### config.mk
export PLATFORM = sky130hd
export DESIGN_NAME = padc_port
export DESIGN_NICKNAME = d
export VERILOG_FILES = /design/src/verilog/padc_pkg.sv /design/src/verilog/padc_sync2.sv /design/src/verilog/padc_pipe.sv /design/src/verilog/padc_port.sv
export SDC_FILE = /design/constraint.sdc
export NUM_CORES = 1
export LEC_CHECK = 0
export BUFFER_PORTS_ARGS = -buffer_cell sky130_fd_sc_hd__buf_2
export CAP_MARGIN = 20
export CELL_PAD_IN_SITES_DETAIL_PLACEMENT = 0
export CELL_PAD_IN_SITES_GLOBAL_PLACEMENT = 1
export CORE_ASPECT_RATIO = 0.8
export CORE_UTILIZATION = 30
export DETAILED_ROUTE_END_ITERATION = 6
export PLACE_DENSITY = 0.76
export SLEW_MARGIN = 10
export SYNTH_ARGS = -nofsm -noshare
export SYNTH_HDL_FRONTEND = slang
export SYNTH_SLANG_ARGS = --single-unit
### constraint.sdc
create_clock -name sys_clk -period 1.74 [get_ports sys_clk]
set_clock_uncertainty 0.15 [all_clocks]
set_input_delay 0.174 -clock sys_clk [delete_from_list [all_inputs] [get_ports sys_clk]]
set_output_delay 0.174 -clock sys_clk [all_outputs]
set_load 0.02 [all_outputs]
### src/verilog/padc_pkg.sv
// package of constants for the pipelined converter output port
// assumes one system clock of 50 MHz and an Avalon-MM register slave
package padc_pkg;
    localparam int          SAMPLE_W       = 11;
    localparam int          PIPE_DEPTH     = 5;
    localparam int          ADDR_W         = 4;
    localparam logic [3:0]  REG_CTRL       = 4'h0;
    localparam logic [3:0]  REG_STATUS     = 4'h4;
    localparam logic [3:0]  REG_IRQ_STAT   = 4'h8;
    localparam logic [3:0]  REG_IRQ_MASK   = 4'hC;
    localparam int          CTRL_SLEEP     = 0;
    localparam int          CTRL_OE_N      = 1;
    localparam int          CTRL_FMT_LO    = 2;
    localparam int          STAT_NORMAL    = 0;
    localparam int          STAT_NAP       = 1;
    localparam int          STAT_SLEEP     = 2;
    localparam int          STAT_DRIVE     = 3;
    localparam int          STAT_TWOS      = 4;
    localparam int          STAT_DCS       = 5;
    localparam int          IRQ_SAMPLE     = 0;
    localparam int          IRQ_RANGE      = 1;
    localparam int          IRQ_W          = 2;
    localparam logic [3:0]  CTRL_RESET     = 4'h2;
    localparam logic [31:0] BUS_UNMAPPED   = 32'h0000_0000;
    localparam logic [1:0]  FMT_OB_OFF     = 2'h0;
    localparam logic [1:0]  FMT_OB_ON      = 2'h1;
    localparam logic [1:0]  FMT_TC_ON      = 2'h2;
    localparam logic [1:0]  FMT_TC_OFF     = 2'h3;
    typedef enum logic [1:0] {
        PADC_RUN_ON  = 2'b00,
        PADC_RUN_OFF = 2'b01,
        PADC_NAP     = 2'b10,
        PADC_SLEEP   = 2'b11
    } padc_mode_type;
endpackage

### src/verilog/padc_sync2.sv
// two flip-flop synchroniser for a level from outside the clock domain
// assumes a synchronous active high reset
`timescale 1ns/10ps
module padc_sync2 #(
    parameter int W = 1
) (
    // clock and reset
    input  wire logic         sys_clk,
    input  wire logic         rst,
    // level in and out
    input  wire logic [W-1:0] din,
    output logic      [W-1:0] dout
);
    logic [W-1:0] meta_ff;
    logic [W-1:0] nxt_meta;
    logic [W-1:0] sync_ff;
    logic [W-1:0] nxt_sync;

    always_comb begin
        nxt_meta = din;
        nxt_sync = meta_ff;
    end

    always_ff @(posedge sys_clk) begin
        if (rst) begin
            meta_ff <= '0;
            sync_ff <= '0;
        end else begin
            meta_ff <= nxt_meta;
            sync_ff <= nxt_sync;
        end
    end

    assign dout = sync_ff;
endmodule

### src/verilog/padc_pipe.sv
// five stage sample pipeline advanced once per encode rising edge
// assumes the advance strobe is a one-cycle pulse on sys_clk
`timescale 1ns/10ps
module padc_pipe #(
    parameter int W     = 12,
    parameter int DEPTH = 5
) (
    // clock and reset
    input  wire logic         sys_clk,
    input  wire logic         rst,
    // stage control
    input  wire logic         advance,
    input  wire logic [W-1:0] din,
    output logic      [W-1:0] dout
);
    logic [W-1:0] stage_ff [DEPTH];
    logic [W-1:0] nxt_stage [DEPTH];

    always_comb begin
        for (int i = 0; i < DEPTH; i++) begin
            nxt_stage[i] = stage_ff[i];
        end
        if (advance) begin
            nxt_stage[0] = din;
            for (int i = 1; i < DEPTH; i++) begin
                nxt_stage[i] = stage_ff[i-1];
            end
        end
    end

    always_ff @(posedge sys_clk) begin
        for (int i = 0; i < DEPTH; i++) begin
            if (rst) begin
                stage_ff[i] <= '0;
            end else begin
                stage_ff[i] <= nxt_stage[i];
            end
        end
    end

    assign dout = stage_ff[DEPTH-1];
endmodule

### src/verilog/padc_port.sv
// digital output port of an 11-bit pipelined sampling converter
// assumes encode clock pins and analog result arrive asynchronously;
// software controls modes over Avalon-MM; output drivers resolved outside
`timescale 1ns/10ps

// Function
// RULE1: sample taken on encode low-to-high edge
// RULE2: encode high when true above complement
// RULE3: result appears five encode cycles later
// RULE4: sleep low, enable low: convert, drive
// RULE5: sleep low, enable high: convert, float
// RULE6: sleep high, enable low: nap, float
// RULE7: both high: sleep mode, outputs float
// RULE8: receiver latches on strobe falling edge
// RULE9: eleven bit word, top bit is MSB
// RULE10: range flag high on over/underflow
// RULE11: format select sets coding and stabilizer
// RULE12: two's complement by inverting MSB only
// RULE13: receiver drops first five words after start
module padc_port import padc_pkg::*; (
    // clock and reset
    input  wire logic                sys_clk,
    input  wire logic                rst,
    // encode clock pins
    input  wire logic                sample_clock_true,
    input  wire logic                sample_clock_comp,
    // analog core result, offset binary
    input  wire logic [SAMPLE_W-1:0] core_value,
    input  wire logic                core_range,
    // output pins
    output logic      [SAMPLE_W-1:0] sample_word,
    output logic      [SAMPLE_W-1:0] sample_word_oe,
    output logic                     range_exceeded_flag,
    output logic                     range_exceeded_flag_oe,
    output logic                     data_valid_strobe,
    output logic                     data_valid_strobe_oe,
    // Avalon-MM slave
    input  wire logic [ADDR_W-1:0]   avs_address,
    input  wire logic                avs_read,
    input  wire logic                avs_write,
    input  wire logic [31:0]         avs_writedata,
    output logic      [31:0]         avs_readdata,
    output logic                     avs_waitrequest,
    // interrupt
    output logic                     irq
);
    logic                trueSync;
    logic                compSync;
    logic [SAMPLE_W:0]   coreSync;
    logic                encHigh;
    logic                encPrev_ff;
    logic                nxt_encPrev;
    logic                encRise;
    logic                encFall;
    logic [SAMPLE_W:0]   pipeOut;
    padc_mode_type       mode;
    logic                converting;
    logic                drive;
    logic                twos;
    logic                dcs;
    logic [3:0]          ctrl_ff;
    logic [3:0]          nxt_ctrl;
    logic [IRQ_W-1:0]    irqStat_ff;
    logic [IRQ_W-1:0]    nxt_irqStat;
    logic [IRQ_W-1:0]    irqMask_ff;
    logic [IRQ_W-1:0]    nxt_irqMask;
    logic                irq_ff;
    logic                nxt_irq;
    logic [31:0]         rdata_ff;
    logic [31:0]         nxt_rdata;
    logic                ack_ff;
    logic                nxt_ack;
    logic                waitReq_ff;
    logic                nxt_wait;
    logic [SAMPLE_W-1:0] word_ff;
    logic [SAMPLE_W-1:0] nxt_word;
    logic                flag_ff;
    logic                nxt_flag;
    logic                strobe_ff;
    logic                nxt_strobe;
    logic                oe_ff;
    logic                nxt_oe;
    logic [SAMPLE_W-1:0] codedWord;
    logic [31:0]         statusWord;

    // pin synchronisers
    padc_sync2 #(.W(2)) u_enc_sync (
        .sys_clk (sys_clk),
        .rst     (rst),
        .din     ({sample_clock_true, sample_clock_comp}),
        .dout    ({trueSync, compSync})
    );

    padc_sync2 #(.W(SAMPLE_W + 1)) u_core_sync (
        .sys_clk (sys_clk),
        .rst     (rst),
        .din     ({core_range, core_value}),
        .dout    (coreSync)
    );

    // encode phase and edges
    always_comb begin
        encHigh     = trueSync & ~compSync; // RULE2
        nxt_encPrev = encHigh;
        encRise     = encHigh & ~encPrev_ff; // RULE1
        encFall     = ~encHigh & encPrev_ff;
    end

    always_ff @(posedge sys_clk) begin
        if (rst) begin
            encPrev_ff <= 1'b0;
        end else begin
            encPrev_ff <= nxt_encPrev;
        end
    end

    // mode decode from sleep select and active-low enable
    always_comb begin
        mode = padc_mode_type'({ctrl_ff[CTRL_SLEEP], ctrl_ff[CTRL_OE_N]});
        converting = 1'b0;
        drive      = 1'b0;
        case (mode)
            PADC_RUN_ON: begin
                converting = 1'b1; // RULE4
                drive      = 1'b1; // RULE4
            end
            PADC_RUN_OFF: begin
                converting = 1'b1; // RULE5
            end
            PADC_NAP: begin
                converting = 1'b0; // RULE6
            end
            PADC_SLEEP: begin
                converting = 1'b0; // RULE7
            end
            default: begin
                converting = 1'b0;
            end
        endcase
    end

    // format select
    always_comb begin
        twos = 1'b0;
        dcs  = 1'b0;
        case (ctrl_ff[CTRL_FMT_LO +: 2])
            FMT_OB_OFF: begin
                twos = 1'b0; // RULE11
                dcs  = 1'b0;
            end
            FMT_OB_ON: begin
                twos = 1'b0; // RULE11
                dcs  = 1'b1;
            end
            FMT_TC_ON: begin
                twos = 1'b1; // RULE11
                dcs  = 1'b1;
            end
            FMT_TC_OFF: begin
                twos = 1'b1; // RULE11
                dcs  = 1'b0;
            end
            default: begin
                twos = 1'b0;
                dcs  = 1'b0;
            end
        endcase
    end

    // sample pipeline, advanced on encode rise
    padc_pipe #(.W(SAMPLE_W + 1), .DEPTH(PIPE_DEPTH)) u_pipe (
        .sys_clk (sys_clk),
        .rst     (rst),
        .advance (encRise & converting), // RULE3
        .din     (coreSync), // RULE1
        .dout    (pipeOut)
    );

    // output stage: data and strobe change on encode rise, strobe falls on encode fall
    always_comb begin
        codedWord = pipeOut[SAMPLE_W-1:0];
        if (twos) begin
            codedWord[SAMPLE_W-1] = ~pipeOut[SAMPLE_W-1]; // RULE12
        end
        nxt_word   = word_ff;
        nxt_flag   = flag_ff;
        nxt_strobe = strobe_ff;
        nxt_oe     = drive; // RULE5
        if (encRise & converting) begin
            nxt_word   = codedWord; // RULE9
            nxt_flag   = pipeOut[SAMPLE_W]; // RULE10
            nxt_strobe = 1'b1;
        end else if (encFall | ~converting) begin
            nxt_strobe = 1'b0; // RULE8
        end
    end

    always_ff @(posedge sys_clk) begin
        if (rst) begin
            word_ff   <= '0;
            flag_ff   <= 1'b0;
            strobe_ff <= 1'b0;
            oe_ff     <= 1'b0;
        end else begin
            word_ff   <= nxt_word;
            flag_ff   <= nxt_flag;
            strobe_ff <= nxt_strobe;
            oe_ff     <= nxt_oe;
        end
    end

    assign sample_word            = word_ff;
    assign sample_word_oe         = {SAMPLE_W{oe_ff}};
    assign range_exceeded_flag    = flag_ff;
    assign range_exceeded_flag_oe = oe_ff;
    assign data_valid_strobe      = strobe_ff;
    assign data_valid_strobe_oe   = oe_ff;

    // register bus, interrupts
    always_comb begin
        statusWord = 32'h0000_0000;
        statusWord[STAT_NORMAL] = converting;
        statusWord[STAT_NAP]    = (mode == PADC_NAP);
        statusWord[STAT_SLEEP]  = (mode == PADC_SLEEP);
        statusWord[STAT_DRIVE]  = oe_ff;
        statusWord[STAT_TWOS]   = twos;
        statusWord[STAT_DCS]    = dcs;
        nxt_ack     = (avs_read | avs_write) & ~ack_ff;
        nxt_wait    = ~nxt_ack;
        nxt_rdata   = rdata_ff;
        nxt_ctrl    = ctrl_ff;
        nxt_irqMask = irqMask_ff;
        nxt_irqStat = irqStat_ff;
        // write lands on the edge that sees waitrequest low
        if (ack_ff & avs_write) begin
            case (avs_address)
                REG_CTRL:     nxt_ctrl    = avs_writedata[3:0];
                REG_IRQ_STAT: nxt_irqStat = irqStat_ff & ~avs_writedata[IRQ_W-1:0];
                REG_IRQ_MASK: nxt_irqMask = avs_writedata[IRQ_W-1:0];
                default:      nxt_ctrl    = ctrl_ff;
            endcase
        end
        if (nxt_ack & avs_read) begin
            case (avs_address)
                REG_CTRL:     nxt_rdata = {28'h0000000, ctrl_ff};
                REG_STATUS:   nxt_rdata = statusWord;
                REG_IRQ_STAT: nxt_rdata = {30'h00000000, irqStat_ff};
                REG_IRQ_MASK: nxt_rdata = {30'h00000000, irqMask_ff};
                default:      nxt_rdata = BUS_UNMAPPED;
            endcase
        end
        // hardware set wins over software clear
        if (encRise & converting) begin
            nxt_irqStat[IRQ_SAMPLE] = 1'b1;
            if (pipeOut[SAMPLE_W]) begin
                nxt_irqStat[IRQ_RANGE] = 1'b1;
            end
        end
        nxt_irq = |(irqStat_ff & irqMask_ff);
    end

    always_ff @(posedge sys_clk) begin
        if (rst) begin
            ctrl_ff    <= CTRL_RESET;
            irqStat_ff <= '0;
            irqMask_ff <= '0;
            irq_ff     <= 1'b0;
            rdata_ff   <= 32'h0000_0000;
            ack_ff     <= 1'b0;
            waitReq_ff <= 1'b1;
        end else begin
            ctrl_ff    <= nxt_ctrl;
            irqStat_ff <= nxt_irqStat;
            irqMask_ff <= nxt_irqMask;
            irq_ff     <= nxt_irq;
            rdata_ff   <= nxt_rdata;
            ack_ff     <= nxt_ack;
            waitReq_ff <= nxt_wait;
        end
    end

    assign avs_readdata    = rdata_ff;
    assign avs_waitrequest = waitReq_ff;
    assign irq             = irq_ff;

    // checks
    AST_SLEEP_FLOAT: assert property (@(posedge sys_clk) disable iff (rst) // RULE7
        (mode == PADC_SLEEP) |=> !data_valid_strobe_oe)
        else $error("outputs driven in sleep");
    AST_NAP_FLOAT: assert property (@(posedge sys_clk) disable iff (rst) // RULE6
        (mode == PADC_NAP) |=> !range_exceeded_flag_oe)
        else $error("outputs driven in nap");
    AST_RUN_DRIVE: assert property (@(posedge sys_clk) disable iff (rst) // RULE4
        (mode == PADC_RUN_ON) |=> sample_word_oe == {SAMPLE_W{1'b1}})
        else $error("outputs not driven in run");
    AST_RUN_FLOAT: assert property (@(posedge sys_clk) disable iff (rst) // RULE5
        (mode == PADC_RUN_OFF) && encRise |=> data_valid_strobe && !data_valid_strobe_oe)
        else $error("no conversion with outputs floating");
    AST_EDGE_PHASE: assert property (@(posedge sys_clk) disable iff (rst) // RULE2
        encRise |-> $past(trueSync & ~compSync) == 1'b0)
        else $error("rise without prior low phase");
    AST_STROBE_RISE: assert property (@(posedge sys_clk) disable iff (rst) // RULE1
        $rose(data_valid_strobe) |-> $past(encRise))
        else $error("strobe rose without encode rise");
    AST_FLAG: assert property (@(posedge sys_clk) disable iff (rst) // RULE10
        encRise && converting |=> range_exceeded_flag == $past(pipeOut[SAMPLE_W]))
        else $error("range flag mismatch");
    AST_TWOS: assert property (@(posedge sys_clk) disable iff (rst) // RULE12
        encRise && converting && twos |=> sample_word == {~$past(pipeOut[SAMPLE_W-1]),
            $past(pipeOut[SAMPLE_W-2:0])})
        else $error("twos complement coding wrong");
    AST_BINARY: assert property (@(posedge sys_clk) disable iff (rst) // RULE9
        encRise && converting && !twos |=> sample_word == $past(pipeOut[SAMPLE_W-1:0]))
        else $error("offset binary word wrong");
    AST_FMT: assert property (@(posedge sys_clk) disable iff (rst) // RULE11
        twos == ctrl_ff[CTRL_FMT_LO + 1] && dcs == (ctrl_ff[CTRL_FMT_LO +: 2] inside {2'h1, 2'h2}))
        else $error("format decode wrong");
    AST_HALT: assert property (@(posedge sys_clk) disable iff (rst) // RULE6
        !converting |=> !data_valid_strobe)
        else $error("strobe while not converting");
    COV_RUN: cover property (@(posedge sys_clk) disable iff (rst)
        mode == PADC_RUN_ON && $rose(data_valid_strobe));
    COV_RANGE: cover property (@(posedge sys_clk) disable iff (rst) $rose(range_exceeded_flag));
    COV_IRQ: cover property (@(posedge sys_clk) disable iff (rst) $rose(irq));
    COV_NAP: cover property (@(posedge sys_clk) disable iff (rst) mode == PADC_NAP);
    COV_TWOS: cover property (@(posedge sys_clk) disable iff (rst)
        twos && $rose(data_valid_strobe));
    AST_WAIT_ONE: assert property (@(posedge sys_clk) disable iff (rst)
        !avs_waitrequest |=> avs_waitrequest)
        else $error("waitrequest low for more than one cycle");
    AST_IRQ_LEVEL: assert property (@(posedge sys_clk) disable iff (rst)
        irq == $past(|(irqStat_ff & irqMask_ff)))
        else $error("interrupt level does not follow masked status");
    AST_HOLD: assert property (@(posedge sys_clk) disable iff (rst) // RULE8
        $fell(data_valid_strobe) |-> $stable(sample_word) && $stable(range_exceeded_flag))
        else $error("word changed as strobe fell");
    AST_PIPE_HALT: assert property (@(posedge sys_clk) disable iff (rst) // RULE6
        !converting |=> $stable(pipeOut))
        else $error("pipeline moved while halted");
    AST_SAMPLE_SET: assert property (@(posedge sys_clk) disable iff (rst) // RULE1
        encRise && converting |=> irqStat_ff[IRQ_SAMPLE])
        else $error("sample event not flagged");
    AST_RANGE_SET: assert property (@(posedge sys_clk) disable iff (rst) // RULE10
        encRise && converting && pipeOut[SAMPLE_W]
            |=> irqStat_ff[IRQ_RANGE] && range_exceeded_flag)
        else $error("range event not flagged");
endmodule

==> summary.txt, run 1 <==
Synth
  • Asr flop ratio synth: 0%
  • Post-synthesis sequential area ratio: 53.71%
  • Post-synth EDFFs: 0
  • Syn_area_per_cell: 8.702 um^2
  • Synth top area cells: dfxtp_1 (54%), nand2_1 (13%), a21oi_1 (9.2%)
  • #FFs+latches synth: 120
  • Post-synth cell types: 36
  • Synth top area share: 53.71%
  • Mapped cell area: 4473 um^2
  • Dominant synthesized flop cell: dfxtp_1
  • Largest area contributor in the netlist: dfxtp_1
  • Post-synthesis cell count: 514
  • Synth Warn #: 0
  • Top-count cell post-synth: nand2_1
  • Synth cell count leaders: nand2_1 (149), dfxtp_1 (120), a21oi_1 (82), buf_4 (38), nor2b_1 (30)

Floorplanning
  • Core Rows: 39
  • Die area: 15410 um^2
  • CORE AREA: 14400 um^2
  • Die height: 111.2 um
  • I/O pin total: 114
  • Initial Util: 31.07%
  • Die span in x: 138.5 um

Global route
  • Total gr overflow: 0
  • Largest net degree at the start of global routing: 47
  • Initial antenna violation count: 0
  • Global-route wire length before repair: 15.10 mm
  • GRT Overall Usage: 12.36%
  • Vias in the first global route: 3321

Setup path
  • R2r worst-path depth: 4
  • RR Endpoint: u_pipe.stage_ff[2][1]
  • Worst path bufs/invs: 1
  • Crit Path Max Fanout: 36
  • Reg-to-reg slack, setup: 0.08 ns
  • Critical path launch point type: register
  • WP data arrival: 1.80 ns
  • CP cell instances: or4b_4, bufbuf_16, nand2_1, a21oi_1
  • Worst R2R Start: ctrl_ff[0]
  • Crit path required time: 1.88 ns
  • CP startpoint: ctrl_ff[0]
  • Slowest cell on crit path: or4b_4
  • Crit-path max cell delay: 0.58 ns
  • Setup crit end: u_pipe.stage_ff[2][1]
  • Levels on crit path: 4
  • Setup CP Type: register to register
  • Crit path max-delay family: simple AND/OR/NAND/NOR gates
  • Critical Path Sink Type: register

Pwr
  • PD cells: 1210 nW/um^2
  • P_leak: 2.249 nW
  • Total power: 0.007037 W
  • VDD IR max: 742.1 uV

Timing
  • Setup TNS: 0 ns
  • Crit path time final: 1.660 ns
  • Final Slew Violations: 0
  • F_max: 0.6025 GHz
  • RSZ-0062 raised after global routing: false
  • Final hold vios: 0
  • Finish-stage setup viols: 0
  • Hold slack: 0.02876 ns
  • Tcrit/Tclk final: 95.39%

Cells and area
  • Diode count: 0
  • Layout area overhead: 29.99%
  • Post-Layout Cell Count: 788
  • Layout cells sized above 1: 19.37%
  • Layout Nets: 647

Clock tree
  • Clk buf depth: 2
  • Clock latency on the worst-skew pair: 0.42 ns
  • CTS tree: done
  • Total CTS buffers: 17
  • TritonCTS Sinks: 120
  • Clock root cell: clkbuf_16
  • Clk slew on worst S/H paths: 0.06 ns
  • H-tree depth: 4

Route
  • Drt via density: 4.374
  • DR vias: 3447
  • Wire length per cell: 11.65 um
  • Routed Antenna Nets: 0
  • DR iter-0 viols: 201
  • WL final: 9.181 mm
  • DRC: 10
  • DR pass1 iterations: 7

Place
  • Placed cells: 726
  • Port Buf Inserts: 59
  • Detailed Place HPWL: 5.335 mm
  • GP Congestion: 0.8109

Status
  • Status: complete, but fails checks
  • Failing checks: design-rule violations

Worst hold path
  • HP Class: input pin to register

Job
  • Max cap viols: 0
==> metal layers <==
| layer | track usage [%] | part of all wire [%] |
|---|---|---|
| met2 | 19.36 | 45 |
| met1 | 14.93 | 49 |
| met4 | 4.944 | 0.64 |
| met3 | 5.184 | 5.8 |
| met5 | 0 | 0 |
==> flip-flops by register name, summed over array words and instances (netlist names), 2 cells and up <==
register             count
irqMask_ff               2
irqStat_ff               2
sample_word             11
ctrl_ff                  4
u_core_sync.dout        12
u_enc_sync.meta_ff       2
avs_readdata             6
u_enc_sync.dout          2
u_pipe.stage_ff         60
u_core_sync.meta_ff     12
==> cells by family (layout without fill, tap and decap cells) <==
| kind of cell | count (synthesis) | after routing | synth area share (%) |
|---|---|---|---|
| flops | 120 | 120 | 53.71 |
| other cells | 1 | 26 | 0.08384 |
| mux | 4 | 4 | 0.9790 |
| xor+xnor | 1 | 1 | 0.1958 |
| simple gates | 213 | 213 | 21.40 |
| fa+ha+maj | 3 | 3 | 0.7831 |
| compound gates | 98 | 98 | 11.69 |
| buf+inv | 74 | 139 | 11.16 |
==> stage by stage <==
step                      setup slack, ns  cell area [um^2]  utilization, %
after floorplan                    0.1287              4567               -
after global placement            0.01356              4791           33.28
after detailed placement          0.01141              4791           33.28
after CTS                         0.07588              5749           39.94
after global routing              0.01058              5814           40.39
final                             0.08023              5814           40.39
==> layout make-up <==
class / instances / area [um^2]
inverter: 3 / 11.26
tap: 184 / 230.2
sequential: 120 / 2402
multi-input combinational: 345 / 1678
clock inverter: 14 / 222.7
timing repair buffer: 104 / 830.8
clock buffer: 18 / 439.2
fill: 1451 / 8581
==> layout by cell type, fill, tap and decap left out, types with 4 or more instances in the layout <==
cell type and n:
nand3_1 8, nand2_1 149, o21ai_0 8, dfxtp_1 120, dlygate4sd3_1 26, buf_12 4
nor2b_1 30, buf_2 58, conb_1 26, nor2_1 7, a21oi_1 82, buf_4 12
bufinv_16 5, clkinvlp_4 5, clkbuf_16 19
==> timing repair <==
action                                  4_1_cts  5_1_grt
hold buffers                                 26        0
cloned                                        1        2
pin swaps                                     0        1
buffers inserted                              0        1
gates resized for setup                       1        1
endpoints found under the setup margin        1       11
endpoints found under the hold margin        26        0
==> power by group <==
part           switching [W]  leakage, nW  total [W]  internal [W]
sequential         0.0000155        0.974    0.00281       0.00279
clock                0.00128        0.305    0.00387       0.00259
combinational       0.000212        0.970   0.000360      0.000148
==> worst reg2reg max path, cell delays in order (launching register included) <==
cell and delay, ns:
dfxtp_1 0.32, or4b_4 0.58, bufbuf_16 0.34, nand2_1 0.08, a21oi_1 0.06
==> how the worst min path moves through the flow <==
stage	startpoint	endpoint	slack [ns]	cells past startpoint
floorplan	avs_writedata[1]	irqStat_ff[1]	0.13	1
global placement	sample_clock_true	u_enc_sync.meta_ff[1]	0.23	2
detailed placement	core_value[3]	u_core_sync.meta_ff[3]	0.24	2
CTS	avs_address[2]	irqMask_ff[1]	0.0001	3
global route	avs_address[2]	irqMask_ff[1]	0.03	3
finish	avs_address[0]	avs_readdata[0]	0.03	4
Power figures use the tool's default switching activity.
==> inputs of run 2 (changes only) <==
CELL_PAD_IN_SITES_DETAIL_PLACEMENT = 2   (was 0)
CELL_PAD_IN_SITES_GLOBAL_PLACEMENT = 2   (was 1)
PLACE_DENSITY = 0.89   (was 0.76)
==> run 2 against run 1 <==
  * The flow finishes with violations (design-rule violations, negative setup slack)
  * Die area is the same
  * Sequential power is essentially flat
  * Non-clock buffer count grew 15
  * Setup slack lost 0.11 ns
  * Global-route usage grew 9.0 points
  * Design area grew 3.0%
  * Critical endpoint is now sample_word[10]
==> summary.txt, run 2 (same netlist as run 1, synthesis figures left out) <==
Timing
  • Hold slack: 0.06494 ns (+0.03618 ns)
  • Finish-stage setup viols: 2 (+2)
  • F_max: 0.5645 GHz (-6.3%)
  • Final WS setup: -0.03156 ns (-0.1118 ns)
  • Final Slew Violations: 0 (unchanged)
  • Final hold vios: 0 (unchanged)
  • Slew HR: 48.26%
  • RSZ-0062 raised after global routing: true
  • Tcrit/Tclk final: 101.8% (+6.4 points)
  • Crit path time final: 1.772 ns (+0.1118 ns)
  • Worst-margin pin slew: 0.7702 ns

Setup path
  • Crit path required time: 1.91 ns (+0.03 ns)
  • Most used cell, CP: buf_4
  • Crit path max-delay family: buffers and inverters
  • Critical Path Sink Type: register
  • Setup CP Type: register to register
  • Worst path bufs/invs: 4 (+3)
  • CP cell instances: buf_4, nor4b_4, buf_6, buf_12, buf_4, nand3_1, a21oi_1
  • R2r worst-path depth: 7 (+3)
  • Crit-path max cell delay: 0.33 ns (-0.25 ns)
  • Critical path launch point type: register
  • Levels on crit path: 7 (+3)
  • Crit Path Max Fanout: 7 (-81%)
  • Slowest cell on crit path: dfxtp_1
  • WP data arrival: 1.94 ns (+0.14 ns)

Worst hold path
  • Hold Path Stages: 3 (-1)
  • HP Class: input pin to register

Cells and area
  • Register Area: 2404 um^2 (about the same)
  • Multi-input combinational cell area: 1703 um^2 (+1.5%)
  • Layout area overhead: 33.90%
  • Layout cells sized above 1: 21.16% (+1.8 points)
  • Biggest register: u_pipe.stage_ff
  • Post-Layout Cell Count: 803 (+1.9%)
  • Layout Nets: 662 (+2.3%)
  • Util after Layout: 41.61% (+1.2 points)
  • Fin area: 5989 um^2 (+3.0%)
  • Most common cell after layout, fill and taps aside: nand2_1
  • Commonest cells after routing, fill and taps aside: nand2_1 (149), dfxtp_1 (119), a21oi_1 (77), buf_2 (58), dlygate4sd3_1 (34)
  • Filler cell count: 1519 (+4.7%)
  • Diode count: 0 (unchanged)
  • Largest register FFs: 60 (unchanged)

Floorplanning
  • Die height: 111.2 um (unchanged)
  • CORE AREA: 14400 um^2 (unchanged)
  • Core Rows: 39 (unchanged)
  • I/O pin total: 114 (unchanged)
  • Die span in x: 138.5 um (unchanged)
  • Initial Util: 31.07% (unchanged)
  • Die area: 15410 um^2 (unchanged)

Job
  • Max cap viols: 0 (unchanged)

Global route
  • Vias in the first global route: 4330 (+30%)
  • Total gr overflow: 0 (unchanged)
  • GRT Overall Usage: 21.38% (+9.0 points)
  • Initial antenna violation count: 0 (unchanged)
  • Largest net degree at the start of global routing: 46 (-2.1%)
  • Global-route wire length before repair: 24.53 mm (+62%)

Clock tree
  • TritonCTS Sinks: 120 (unchanged)
  • CTS tree: done
  • Clk buf depth: 2 (unchanged)
  • Clock root cell: clkbuf_16
  • Total CTS buffers: 17 (unchanged)
  • H-tree depth: 4 (unchanged)
  • Clk slew on worst S/H paths: 0.06 ns (about the same)
  • Clock latency on the worst-skew pair: 0.42 ns (about the same)

Pwr
  • PD cells: 1162 nW/um^2 (-4.0%)
  • VDD IR max: 703.4 uV (-5.2%)
  • Total power: 0.006960 W (-1.1%)
  • Reg power frac: 40.5% (+0.6 points)
  • Total internal power: 0.005308 W (-3.9%)
  • Switching share of power: 23.73% (+2.2 points)
  • P_leak: 2.328 nW (+3.5%)
  • NetSw: 0.001651 W (+9.2%)
  • Power share of the clock group: 53.2% (-1.8 points)
  • Combinational group share of total power: 6.3% (+1.2 points)

Route
  • DR vias: 3890 (+13%)
  • DRC: 6 (-4)
  • DR pass1 iterations: 6 (-1)
  • Routed Antenna Nets: 0 (unchanged)
  • WL final: 16.58 mm (+81%)
  • DR iter-0 viols: 158 (-21%)
  • Drt via density: 4.844 (+11%)
  • Wire length per cell: 20.64 um (+77%)

Place
  • Port Buf Inserts: 59 (unchanged)
  • Post-Place Cell Area: 4823 um^2 (+0.68%)
  • Placed cells: 727 (+0.14%)
  • Detailed Place HPWL: 8.070 mm (+51%)
  • GP Congestion: 0.8065 (-0.54%)

Status
  • Failing checks: design-rule violations, negative setup slack
  • Status: complete, but fails checks
==> run 2: worst register-to-register path, delay by kind of cell, from the launching register on <==
| kind | cells | cell delay, ns |
|---|---|---|
| compound gates | 1 | 0.20 |
| buf+inv | 4 | 0.62 |
| flops | 1 | 0.33 |
| simple gates | 2 | 0.39 |
==> run 2: final timing paths <==
check             slack, ns             startpoint            endpoint
hold / removal         0.06         avs_address[3]       irqMask_ff[1]
setup reg to reg      -0.03             ctrl_ff[0]     sample_word[10]
setup / recovery      -0.03             ctrl_ff[0]     sample_word[10]
hold reg to reg        0.30  u_enc_sync.meta_ff[0]  u_enc_sync.dout[0]
==> run 2: per-layer routing <==
| layer | share of wire [%] | global-route usage (%) | wire (um) | vias to the layer above |
|---|---|---|---|---|
| li1 | - | - | - | 1798 |
| met1 | 39 | 22.26 | 6395 | 1942 |
| met2 | 54 | 39.39 | 8947 | 103 |
| met3 | 3.7 | 4.924 | 618 | 47 |
| met4 | 3.7 | 12.51 | 616 | 0 |
| met5 | 0 | 0 | 0 | - |
==> run 2: per-stage QoR <==
stage	setup WS (ns)	setup TNS [ns]
global placement	0.01506	0
global route	-0.1024	-0.6072
CTS	0.006263	0
floorplan	0.1287	0
detailed placement	-0.04569	-0.2587
finish	-0.03156	-0.05828
==> run 2: cell type report <==
cell class	instances	area share, %
clock inverters	13	2.862
flip-flops and latches	120	40.13
clock buffers	19	7.562
inverters	3	0.1880
well taps	184	3.844
multi-input cells	345	28.43
repair buffers	119	16.98
==> run 2: repair_timing <==
action	4_1_cts	5_1_grt
pin swaps	1	4
endpoints found under the setup margin	74	40
resized for setup	2	9
hold endpoints to repair	26	0
hold buffers	34	0
setup buffers	4	1
cloned	2	3
==> run 2: power groups by stage <==
stage                     registers [W]  clock network (W)  logic, W
final                           0.00282            0.00370  0.000439
after global routing            0.00282            0.00387  0.000464
after CTS                       0.00281            0.00375  0.000400
after detailed placement        0.00287                  0  0.000309
after global placement          0.00287                  0  0.000290
after floorplan                 0.00287                  0  0.000245
